<file path="config.mk">
export PLATFORM = sky130hd
export DESIGN_NAME = adss_sweep_sequencer
export DESIGN_NICKNAME = d
export VERILOG_FILES = /design/src/adss_pkg.sv /design/src/adss_sweep_sequencer.sv
export SDC_FILE = /design/constraint.sdc
export NUM_CORES = 1
export LEC_CHECK = 0
export BUFFER_PORTS_ARGS = -buffer_cell sky130_fd_sc_hd__buf_4
export CORE_UTILIZATION = 61
export CTS_CLUSTER_SIZE = 14
export DETAILED_ROUTE_END_ITERATION = 10
export PLACE_DENSITY = 0.85
export SKIP_LAST_GASP = 1
export SLEW_MARGIN = 5
export SYNTH_ARGS = -nofsm -noshare
export SYNTH_HDL_FRONTEND = slang
export SYNTH_SLANG_ARGS = --single-unit
</file>
<file path="constraint.sdc">
create_clock -name hclk -period 5.2 [get_ports hclk]
set_clock_uncertainty 0.05 [all_clocks]
set_input_delay 1.04 -clock hclk [delete_from_list [all_inputs] [get_ports hclk]]
set_output_delay 1.04 -clock hclk [all_outputs]
set_load 0.005 [all_outputs]
</file>
<file path="src/adss_pkg.sv">
// Shared constants and types for the A/D sweep sequencer
package adss_pkg;

  // ----------------------------------------------------------------
  // Register byte offsets
  // ----------------------------------------------------------------
  localparam logic [7:0] OFF_CTRL_FIRST  = 8'h00;
  localparam logic [7:0] OFF_CTRL_SECOND = 8'h04;
  localparam logic [7:0] OFF_CTRL_THIRD  = 8'h08;
  localparam logic [7:0] OFF_STATUS      = 8'h0C;
  localparam logic [7:0] OFF_RESULT_BASE = 8'h20;
  localparam logic [7:0] OFF_RESULT_LAST = 8'h3C;

  // ----------------------------------------------------------------
  // Field positions
  // ----------------------------------------------------------------
  localparam int MODE_LSB      = 0;   // converter_ctrl_first[1:0]
  localparam int TRIG_SEL_BIT  = 2;   // converter_ctrl_first[2]
  localparam int RUN_BIT       = 3;   // converter_ctrl_first[3]
  localparam int WIDTH_LSB     = 0;   // converter_ctrl_second[1:0]
  localparam int GROUP_LSB     = 1;   // converter_ctrl_third[2:1]
  localparam int ST_BUSY_BIT   = 0;
  localparam int ST_ARMED_BIT  = 1;
  localparam int ST_CHAN_LSB   = 4;

  // ----------------------------------------------------------------
  // Sizes and reset values
  // ----------------------------------------------------------------
  localparam int NUM_CHAN  = 8;
  localparam int RESULT_W  = 10;
  localparam logic [2:0] LAST_CHAN = 3'h7;
  localparam logic [1:0] MODE_RESET  = 2'h0;
  localparam logic [1:0] WIDTH_RESET = 2'h0;
  localparam logic [1:0] GROUP_RESET = 2'h0;
  localparam logic [RESULT_W-1:0] RESULT_RESET = 10'h000;

  // Input group select codes and decoded group numbers
  localparam logic [1:0] GSEL_FIRST  = 2'h0;
  localparam logic [1:0] GSEL_SECOND = 2'h2;
  localparam logic [1:0] GSEL_THIRD  = 2'h3;
  localparam logic [1:0] GRP_FIRST   = 2'h0;
  localparam logic [1:0] GRP_SECOND  = 2'h1;
  localparam logic [1:0] GRP_THIRD   = 2'h2;

  // ----------------------------------------------------------------
  // Types
  // ----------------------------------------------------------------
  typedef enum logic [1:0] {
    MODE_SINGLE = 2'h0,
    MODE_REP0   = 2'h1,
    MODE_REP1   = 2'h2,
    MODE_RSVD   = 2'h3
  } adss_mode_e;

  typedef struct packed {
    logic [1:0] mode;
    logic       trig_sel;
    logic       run;
    logic [1:0] width;
    logic [1:0] group_sel;
  } adss_ctrl_s;

  typedef struct packed {
    logic [1:0] group;
    logic [2:0] channel;
  } adss_conv_s;

endpackage

</file>
<file path="src/adss_sweep_sequencer.sv">
// A/D sweep sequencer with AHB-Lite register slave
`timescale 1ns/1ps

module adss_sweep_sequencer (
  input  wire logic                          hclk,
  input  wire logic                          hresetn,
  input  wire logic                          hsel,
  input  wire logic [7:0]                    haddr,
  input  wire logic [1:0]                    htrans,
  input  wire logic                          hwrite,
  input  wire logic [2:0]                    hsize,
  input  wire logic [31:0]                   hwdata,
  input  wire logic                          hready,
  output logic                               hreadyout,
  output logic                               hresp,
  output logic [31:0]                        hrdata,
  input  wire logic                          ext_trigger_in,
  output logic                               conv_start,
  output adss_pkg::adss_conv_s               conv_sel,
  input  wire logic                          conv_done,
  input  wire logic [adss_pkg::RESULT_W-1:0] conv_data,
  output logic                               conv_complete_irq
);

  // ----------------------------------------------------------------
  // Declarations
  // ----------------------------------------------------------------
  typedef enum logic [1:0] {ST_IDLE, ST_ARMED, ST_START, ST_WAIT} adss_state_e;

  adss_state_e          state_r;
  adss_pkg::adss_ctrl_s ctrl_r;
  logic [adss_pkg::RESULT_W-1:0] result_r [adss_pkg::NUM_CHAN];
  logic [2:0]  chan_r;        // channel now being converted
  logic [2:0]  pri_r;         // next primary channel, repeat sweep 1
  logic [2:0]  oth_r;         // next other channel, repeat sweep 1
  logic        trig_prev_r;
  logic        wr_pend_r;
  logic        rd_pend_r;
  logic [7:0]  addr_r;
  logic [31:0] hrdata_r;
  logic        irq_r;
  logic        start_r;

  logic        addr_ok;
  logic        wr_en;
  logic        wr_ctrl0;
  logic        run_wr_one;
  logic        run_wr_zero;
  logic        trig_fall;
  logic        seq_go;
  logic        conv_end;
  logic        last_pick;
  logic [2:0]  last_chan;
  logic [2:0]  last_pri;
  logic [2:0]  first_oth;
  logic [2:0]  next_chan;
  logic        sweep_done;
  logic [2:0]  next_pri;
  logic [2:0]  next_oth;
  logic [1:0]  grp_dec;
  logic [31:0] rd_mux;

  // ----------------------------------------------------------------
  // AHB-Lite slave
  // ----------------------------------------------------------------
  // Address phase taken only for a selected NONSEQ/SEQ while bus ready
  assign addr_ok = hsel & htrans[1] & hready;

  // Reads insert one wait so a write just before is already visible
  assign hreadyout = ~rd_pend_r;
  assign hresp     = 1'b0;
  assign hrdata    = hrdata_r;

  // Data phase tracking
  always_ff @(posedge hclk or negedge hresetn) begin
    if (!hresetn) begin
      wr_pend_r <= 1'b0;
      rd_pend_r <= 1'b0;
      addr_r    <= 8'h00;
    end else begin
      if (addr_ok) begin
        addr_r <= haddr;
      end
      wr_pend_r <= addr_ok & hwrite;
      rd_pend_r <= addr_ok & ~hwrite;
    end
  end

  assign wr_en       = wr_pend_r;
  assign wr_ctrl0    = wr_en & (addr_r == adss_pkg::OFF_CTRL_FIRST);
  assign run_wr_one  = wr_ctrl0 & hwdata[adss_pkg::RUN_BIT];
  assign run_wr_zero = wr_ctrl0 & ~hwdata[adss_pkg::RUN_BIT];

  // Read multiplexer; unmapped words and reserved bits read zero
  always_comb begin
    rd_mux = 32'h0000_0000;
    if (addr_r == adss_pkg::OFF_CTRL_FIRST) begin
      rd_mux[adss_pkg::MODE_LSB +: 2]  = ctrl_r.mode;
      rd_mux[adss_pkg::TRIG_SEL_BIT]   = ctrl_r.trig_sel;
      rd_mux[adss_pkg::RUN_BIT]        = ctrl_r.run;
    end else if (addr_r == adss_pkg::OFF_CTRL_SECOND) begin
      rd_mux[adss_pkg::WIDTH_LSB +: 2] = ctrl_r.width;
    end else if (addr_r == adss_pkg::OFF_CTRL_THIRD) begin
      rd_mux[adss_pkg::GROUP_LSB +: 2] = ctrl_r.group_sel;
    end else if (addr_r == adss_pkg::OFF_STATUS) begin
      rd_mux[adss_pkg::ST_BUSY_BIT]    = (state_r == ST_START) | (state_r == ST_WAIT);
      rd_mux[adss_pkg::ST_ARMED_BIT]   = (state_r == ST_ARMED);
      rd_mux[adss_pkg::ST_CHAN_LSB +: 3] = chan_r;
    end else if (addr_r >= adss_pkg::OFF_RESULT_BASE &&
                 addr_r <= adss_pkg::OFF_RESULT_LAST && addr_r[1:0] == 2'h0) begin
      // One result per aligned word, indexed by address bits 4:2
      rd_mux[adss_pkg::RESULT_W-1:0]   = result_r[addr_r[4:2]];
    end
  end

  // Read data registered during the wait cycle
  // Holding it in a flop keeps the result store off the bus path
  always_ff @(posedge hclk or negedge hresetn) begin
    if (!hresetn) begin
      hrdata_r <= 32'h0000_0000;
    end else if (rd_pend_r) begin
      hrdata_r <= rd_mux;
    end
  end

  // ----------------------------------------------------------------
  // Control registers
  // ----------------------------------------------------------------
  // Mode, trigger select, run bit and configuration fields
  // Run bit: a software write in the same cycle outranks the auto clear
  always_ff @(posedge hclk or negedge hresetn) begin
    if (!hresetn) begin
      ctrl_r.mode      <= adss_pkg::MODE_RESET;
      ctrl_r.trig_sel  <= 1'b0;
      ctrl_r.run       <= 1'b0;
      ctrl_r.width     <= adss_pkg::WIDTH_RESET;
      ctrl_r.group_sel <= adss_pkg::GROUP_RESET;
    end else begin
      if (wr_ctrl0) begin
        ctrl_r.mode     <= hwdata[adss_pkg::MODE_LSB +: 2];
        ctrl_r.trig_sel <= hwdata[adss_pkg::TRIG_SEL_BIT];
        ctrl_r.run      <= hwdata[adss_pkg::RUN_BIT];
      end else if (sweep_done && ctrl_r.mode != adss_pkg::MODE_REP0 &&
                   ctrl_r.mode != adss_pkg::MODE_REP1 && !ctrl_r.trig_sel) begin
        ctrl_r.run <= 1'b0;
      end
      if (wr_en && addr_r == adss_pkg::OFF_CTRL_SECOND) begin
        ctrl_r.width <= hwdata[adss_pkg::WIDTH_LSB +: 2];
      end
      if (wr_en && addr_r == adss_pkg::OFF_CTRL_THIRD) begin
        ctrl_r.group_sel <= hwdata[adss_pkg::GROUP_LSB +: 2];
      end
    end
  end

  // ----------------------------------------------------------------
  // Trigger handling
  // ----------------------------------------------------------------
  // Previous pin level for falling edge detect
  always_ff @(posedge hclk or negedge hresetn) begin
    if (!hresetn) begin
      trig_prev_r <= 1'b1;
    end else begin
      trig_prev_r <= ext_trigger_in;
    end
  end

  assign trig_fall = trig_prev_r & ~ext_trigger_in;

  // ----------------------------------------------------------------
  // Channel selection
  // ----------------------------------------------------------------
  // width to last channel
  assign last_chan = {ctrl_r.width, 1'b1};
  assign last_pri  = {1'b0, ctrl_r.width};
  assign first_oth = last_pri + 3'h1;

  // group field decode; reserved code falls back to first group
  always_comb begin
    unique case (ctrl_r.group_sel)
      adss_pkg::GSEL_SECOND: grp_dec = adss_pkg::GRP_SECOND;
      adss_pkg::GSEL_THIRD:  grp_dec = adss_pkg::GRP_THIRD;
      default:               grp_dec = adss_pkg::GRP_FIRST;
    endcase
  end

  // channel and group to front end
  // One assignment keeps group and channel from ever disagreeing
  assign conv_sel = '{group: grp_dec, channel: chan_r};

  // Next channel after the current conversion
  assign conv_end = (state_r == ST_WAIT) & conv_done;

  always_comb begin
    next_chan  = chan_r + 3'h1;
    next_pri   = pri_r;
    next_oth   = oth_r;
    sweep_done = 1'b0;
    last_pick  = 1'b0;
    unique case (ctrl_r.mode)
      adss_pkg::MODE_REP0: begin
        if (chan_r == last_chan) begin
          next_chan = 3'h0;
        end
      end
      adss_pkg::MODE_REP1: begin
        if (chan_r <= last_pri && pri_r != 3'h0) begin
          next_chan = pri_r;
          next_pri  = (pri_r == last_pri) ? 3'h0 : pri_r + 3'h1;
        end else if (chan_r <= last_pri) begin
          next_chan = oth_r;
          last_pick = 1'b1;
          next_oth  = (oth_r == adss_pkg::LAST_CHAN) ? first_oth : oth_r + 3'h1;
        end else begin
          next_chan = 3'h0;
          next_pri  = (last_pri == 3'h0) ? 3'h0 : 3'h1;
        end
      end
      default: begin
        if (chan_r == last_chan) begin
          sweep_done = conv_end;
        end
      end
    endcase
  end

  // ----------------------------------------------------------------
  // Sweep state machine
  // ----------------------------------------------------------------
  // trigger start on a falling trigger edge while armed
  assign seq_go = (state_r == ST_ARMED) & trig_fall;

  always_ff @(posedge hclk or negedge hresetn) begin
    if (!hresetn) begin
      state_r <= ST_IDLE;
      chan_r  <= 3'h0;
      pri_r   <= 3'h0;
      oth_r   <= 3'h0;
    end else if (run_wr_zero) begin
      state_r <= ST_IDLE;
    end else begin
      unique case (state_r)
        ST_IDLE: begin
          // start or arm on run write
          if (run_wr_one) begin
            chan_r  <= 3'h0;
            pri_r   <= (last_pri == 3'h0) ? 3'h0 : 3'h1;
            oth_r   <= first_oth;
            state_r <= hwdata[adss_pkg::TRIG_SEL_BIT] ? ST_ARMED : ST_START;
          end
        end
        ST_ARMED: begin
          if (seq_go) begin
            state_r <= ST_START;
          end
        end
        ST_START: begin
          state_r <= ST_WAIT;
        end
        ST_WAIT: begin
          if (conv_done) begin
            if (sweep_done) begin
              state_r <= ST_IDLE;
            end else begin
              chan_r  <= next_chan;
              pri_r   <= next_pri;
              oth_r   <= last_pick ? next_oth : oth_r;
              state_r <= ST_START;
            end
          end
        end
      endcase
    end
  end

  // One-cycle start pulse to the front end, registered
  always_ff @(posedge hclk or negedge hresetn) begin
    if (!hresetn) begin
      start_r <= 1'b0;
    end else begin
      start_r <= (state_r == ST_START) & ~run_wr_zero;
    end
  end

  assign conv_start = start_r;

  // ----------------------------------------------------------------
  // Results and completion request
  // ----------------------------------------------------------------
  // per-channel result store; halted conversions are dropped
  always_ff @(posedge hclk or negedge hresetn) begin
    if (!hresetn) begin
      for (int i = 0; i < adss_pkg::NUM_CHAN; i++) begin
        result_r[i] <= adss_pkg::RESULT_RESET;
      end
    end else if (conv_end && !run_wr_zero) begin
      result_r[chan_r] <= conv_data;
    end
  end

  // completion pulse in single sweep and reserved mode code 3 only
  always_ff @(posedge hclk or negedge hresetn) begin
    if (!hresetn) begin
      irq_r <= 1'b0;
    end else begin
      irq_r <= sweep_done & ~run_wr_zero;
    end
  end

  assign conv_complete_irq = irq_r;

endmodule

</file>
## After elaboration in Yosys (flattened, before gate mapping)

Index checks and enable logic that the tools add are counted.

- Register bits: 122
- Input bits: 62
- Output and inout bits: 41
- Logic and storage cells: 167

- $add $sub $neg: 4
- Magnitude comparators: 6
- Equal/unequal tests: 26
- Mux-type cells: 63
- Bitwise gates (word level): 20
- Reductions and logical operators: 24

Operators by type and width:

| operator | number |
|---|---|
| $bwmux W80 | 1 |
| $mux W10 | 8 |
| $mux W3 | 23 |
| $bmux W10 S3 | 1 |
| $demux W10 S3 | 1 |
| $pmux W3 S2 | 4 |
| $mux W2 | 10 |
| $eq A8 B4 Y1 const B | 2 |
| $and A1 B1 Y1 | 12 |
| $ne A2 B2 Y1 const B | 6 |
| $eq A2 B2 Y1 const B | 5 |
| $logic_and A1 B1 Y1 | 10 |
| $add A3 B1 Y3 const B | 3 |
| $mux W1 | 9 |
| $ne A3 B3 Y1 const B | 3 |
| $reduce_and A9 Y1 | 1 |
| $eq A8 B3 Y1 const B | 1 |
| $ge A4 B4 Y1 const B | 2 |
| $ge A8 B6 Y1 const B | 1 |
| $le A8 B6 Y1 const B | 1 |
| $logic_not A8 Y1 | 1 |
| $mux W8 | 1 |
| $not A3 Y4 | 2 |
| $pmux W2 S4 | 1 |
| 24 further kinds | 34 |

## Logic depth before layout (Yosys ltp)

- Depth in word-level cells: 13
- Gate-level depth with buffers: 8
- Mapped depth without buffers: 7

## Worst setup path after synthesis

Ideal clock, no wire load.

- Path type: input port to flip-flop
- Start: in hwdata[3]
- End: reg result_r[40] (netlist name)
- Library setup time: 125 ps
- Arrival time: 2267 ps
- Required time: 5025 ps
- Path slack: 2758 ps
- Cell stages on the path: 7
- Buffers on the path: 2
- Cell sequence: nor3_1 > nand4_2 > and3_1 > buf_6 > nand3b_4 > buf_12 > mux2_4

- Word-level cells in the longest chain between the ends: 4

Ends and longest elaborated chain:

| what | line | text |
|---|---|---|
| start, declared | adss_sweep_sequencer.sv:12 | `input wire logic [31:0] hwdata,` |
| $not A1 Y1 | adss_sweep_sequencer.sv:92 | `assign run_wr_zero = wr_ctrl0 & ~hwdata[adss_pkg::RUN_BIT];` |
| $and A1 B1 Y1 | adss_sweep_sequencer.sv:92 |  |
| $logic_not A1 Y1 | adss_sweep_sequencer.sv:296 | `end else if (conv_end && !run_wr_zero) begin` |
| $logic_and A1 B1 Y1 | adss_sweep_sequencer.sv:296 |  |
| end signal, assigned by index | adss_sweep_sequencer.sv:294 | `result_r[i] <= adss_pkg::RESULT_RESET;` |
| end signal, assigned by index | adss_sweep_sequencer.sv:297 | `result_r[chan_r] <= conv_data;` |
| end, declared | adss_sweep_sequencer.sv:32 | `logic [adss_pkg::RESULT_W-1:0] result_r [adss_pkg::NUM_CHAN];` |

Every way passes these cells.
A chain may end at the register's enable or synchronous reset.

## Worst setup path in the final report

- Start: reg addr_r[4]
- End: reg result_r[70] (netlist name)

- Word-level cells in the longest chain between the ends: 5

Ends and longest elaborated chain:

| what | line | text |
|---|---|---|
| start, declared | adss_sweep_sequencer.sv:39 | `logic [7:0] addr_r;` |
| start signal, assigned | adss_sweep_sequencer.sv:82 | `addr_r <= haddr;` |
| $logic_not A8 Y1 | adss_sweep_sequencer.sv:90 | `assign wr_ctrl0 = wr_en & (addr_r == adss_pkg::OFF_CTRL_FIRST);` |
| $and A1 B1 Y1 | adss_sweep_sequencer.sv:90 |  |
| $and A1 B1 Y1 | adss_sweep_sequencer.sv:92 |  |
| $logic_not A1 Y1 | adss_sweep_sequencer.sv:296 |  |
| $logic_and A1 B1 Y1 | adss_sweep_sequencer.sv:296 |  |

Every way passes these cells.

==> out/metrics.cfg <==
[global_routing]
grt_pass1_vias = 3997
grt_overflow_total = 0
met1_usage_pct = 36.5
grt-busiest-layer = met2
antenna_found_initial = 0
grtUsageMet2_pct = 46.1
grt_use_met3_pct = 6.44
grt_usage_pct = 27.7
grt_max_degree = 64
grt_pass1_wl_um = 21200

[setup_path]
critPathKind = reg2reg
r2r_setup_slack_ps = 2310
critPathTopFamily = simple AND/OR/NAND/NOR gates
cp.arrival_ps = 3240
ff2ff_path_depth = 5
critical_path_buf_inv_count = 0
r2r_end = result_r[70]$_DFFE_PN0P_
crit_fanout = 12
cp_cell_sequence = nor2_1, nand4_2, nand3_1, nor3_2, mux2_2
critPathLaunchType = flop
crit-reg2reg-launch = addr_r[4]$_DFFE_PN0P_
slowest_delay_ps = 830
end_kind = flop
cp_slowest_cell = nor3_2
worst_ep_required_time_ps = 5550

[clock_tree]
cts_root_buf = clkbuf_8
cts_tree = yes
cts_resized = 0
cts_sinks = 122
clk_pin_slew_worst_paths_ps = 60
htree_num_levels = 4
clk_path_buf_depth = 2
cts_buffers = 17
clkLatencyLatePin_ps = 520
cts_hold_buf = 0
cts_setup_buffers = 0

[timing]
fin_crit_ps = 2890
rsz0062_at_grt = false
tightest_slew_ps = 1040
whs_ps = 244
slew_headroom_pct = 30.2
final_hold_viol_count = 0
fmax_mhz = 346
setup_viol = 0
setup_tns_ps = 0
slew_violations = 0
period_share_pct = 55.6

[power]
swShare_pct = 29.7
power_frac_seq_pct = 39.0
power.internal_w = 0.00253
powerDensity_nw_per_um2 = 501
comb_power_share_pct = 25.9
clkPwrFrac_pct = 35.1
p_leak_nw = 3.48
vdd_ir_drop_max_v = 0.000483
switching_power_w = 0.00107

[detailed_routing]
vias_per_cell = 6.03
dr.pass1.iters = 5
wirelength_um = 13500
drt_first_iter_violations = 221
post_drt_wl_per_cell_um = 20.3
postRouteAntennaNets = 0
via_count = 4004
drc_errors = 0

[logic_synthesis]
ys_ff_latch = 122
synth-edff-count = 0
synthSimpleGateAreaFrac_pct = 7.87
yosys.area.top_type = dfrtp_1
synth_top_area_share_pct = 48.8
yosys.area_share.xor_xnor_pct = 0.706
synth_compound_area_share_pct = 6.46
async_flop_share_pct = 100
synth.most_common_cell = dfrtp_1
yosys-top-cells-count = dfrtp_1, mux2_2, nor2_1, buf_4
synth_mux_area_share_pct = 27.6
avgSynthCellArea_um2 = 13.3
netlist_area_um2 = 6200
synth_area_leaders = dfrtp_1, mux2_2, mux4_2
ys.warnings.count = 0
synth_fa_ha_area_share_pct = 2.22
synth-main-ff-cell = dfrtp_1
seq_area_frac_synth_pct = 49.3
synthCells = 466
synth_cell_types = 62
synth_top_family_by_area = multiplexers

[cells_and_area]
nNetsFinal = 591
final_layout_size_suffix_gt1_share_pct = 40.1
final_area_um2 = 7180
areaGrowthSynthToFinish_pct = 15.8
diodes = 0

[die]
dieArea_um2 = 10600
fp.coreArea_um2 = 9820
die_y_um = 103
die_x_um = 103
num_rows = 36
pin_count = 103
initial_core_util_pct = 63.1

[place]
port_buffers = 47
post_dp_cell_area_um2 = 6540
hpwl_um = 8460
globalplace.congestion = 0.909

[worst_hold_path]
hold_path.class = in2async

[flow_run]
cap_violations = 0

[run_status]
outcome = complete, no violations

## sequential cells by signal, summed over array words and instances (netlist names)
register,count
result_r,80
hrdata,10
addr_r,8
ctrl_r,8
chan_r,3
oth_r,3
pri_r,3
state_r,2
conv_complete_irq,1
conv_start,1
rd_pend_r,1
trig_prev_r,1
wr_en,1
## routing by layer
layer  routed length (um)  vias up
li1                     -     1767
met4                  171        0
met1                 5760     2050
met5                    0        -
met2                 6830      164
met3                  701       23
## through the flow
step / total power [W] / setup slack [ps] / util, % / std cells
2_1_floorplan: 0.00206 / 2760 / - / 488
3_3_place_gp: 0.00224 / 2240 / 66.6 / 632
3_5_place_dp: 0.00231 / 2250 / 66.6 / 632
4_1_cts: 0.00359 / 2320 / 73.1 / 664
5_1_grt: 0.00375 / 2160 / 73.1 / 664
6_report: 0.00359 / 2310 / 73.1 / 664
## placed cells by master, fill, tap and decap left out, types with 2 or more instances in the layout
master / n
mux2_4: 20
a21o_1: 2
a21oi_1: 15
mux2_2: 74
o22ai_1: 2
nand3b_1: 2
clkinvlp_4: 3
nor3b_1: 2
nor2b_1: 3
o21ai_0: 11
o221ai_1: 2
nor2_1: 26
conb_1: 23
mux4_2: 20
o2bb2ai_1: 4
nand4b_1: 2
xor2_1: 4
clkbuf_16: 16
clkinv_4: 3
o21a_1: 2
nand3_1: 7
buf_4: 53
a22oi_1: 2
o31a_1: 2
and3_1: 3
a31oi_1: 3
ha_1: 11
inv_1: 14
nand3b_4: 2
a22o_1: 3
nand2_1: 20
nand4_1: 2
bufinv_16: 5
clkinv_2: 3
nor3_1: 4
dfrtp_1: 121
mux2i_1: 13
## area by class of cell
type | count | area (um^2)
flip-flops and latches | 122 | 3050
multi-input cells | 310 | 2870
fillers | 626 | 2640
clock buffers | 17 | 414
repair buffers | 53 | 398
clock inverters | 15 | 223
well taps | 133 | 166
inverters | 14 | 52.6
## cells by family after synthesis
logic type / after synthesis
mux: 127
flops: 122
simple gates: 85
compound gates: 59
buf+inv: 56
fa+ha+maj: 11
xor+xnor: 5
other cells: 1
## power by group through the flow
stage,Clock (W),Sequential [W],Combinational [W]
finish,0.00126,0.00140,0.000929
detailed placement,0,0.00140,0.000909
floorplan,0,0.00132,0.000743
CTS,0.00127,0.00140,0.000926
global placement,0,0.00138,0.000863
global route,0.00132,0.00143,0.00101
## worst reg2reg max path: stages, from the launching register on
cell     delay, ps
dfrtp_1        790
nor2_1         250
nand4_2        220
nand3_1        200
nor3_2         830
mux2_2         440
## how the worst max path moves through the flow
| stage | end | cells past startpoint | start |
|---|---|---|---|
| CTS | result_r[70]$_DFFE_PN0P_ | 5 | addr_r[4]$_DFFE_PN0P_ |
| floorplan | result_r[40]$_DFFE_PN0P_ | 7 | hwdata[3] |
| global route | result_r[70]$_DFFE_PN0P_ | 5 | addr_r[4]$_DFFE_PN0P_ |
| global placement | result_r[73]$_DFFE_PN0P_ | 6 | hwdata[3] |
| finish | result_r[70]$_DFFE_PN0P_ | 5 | addr_r[4]$_DFFE_PN0P_ |
| detailed placement | result_r[73]$_DFFE_PN0P_ | 6 | hwdata[3] |
(Power assumes the default switching activity.)
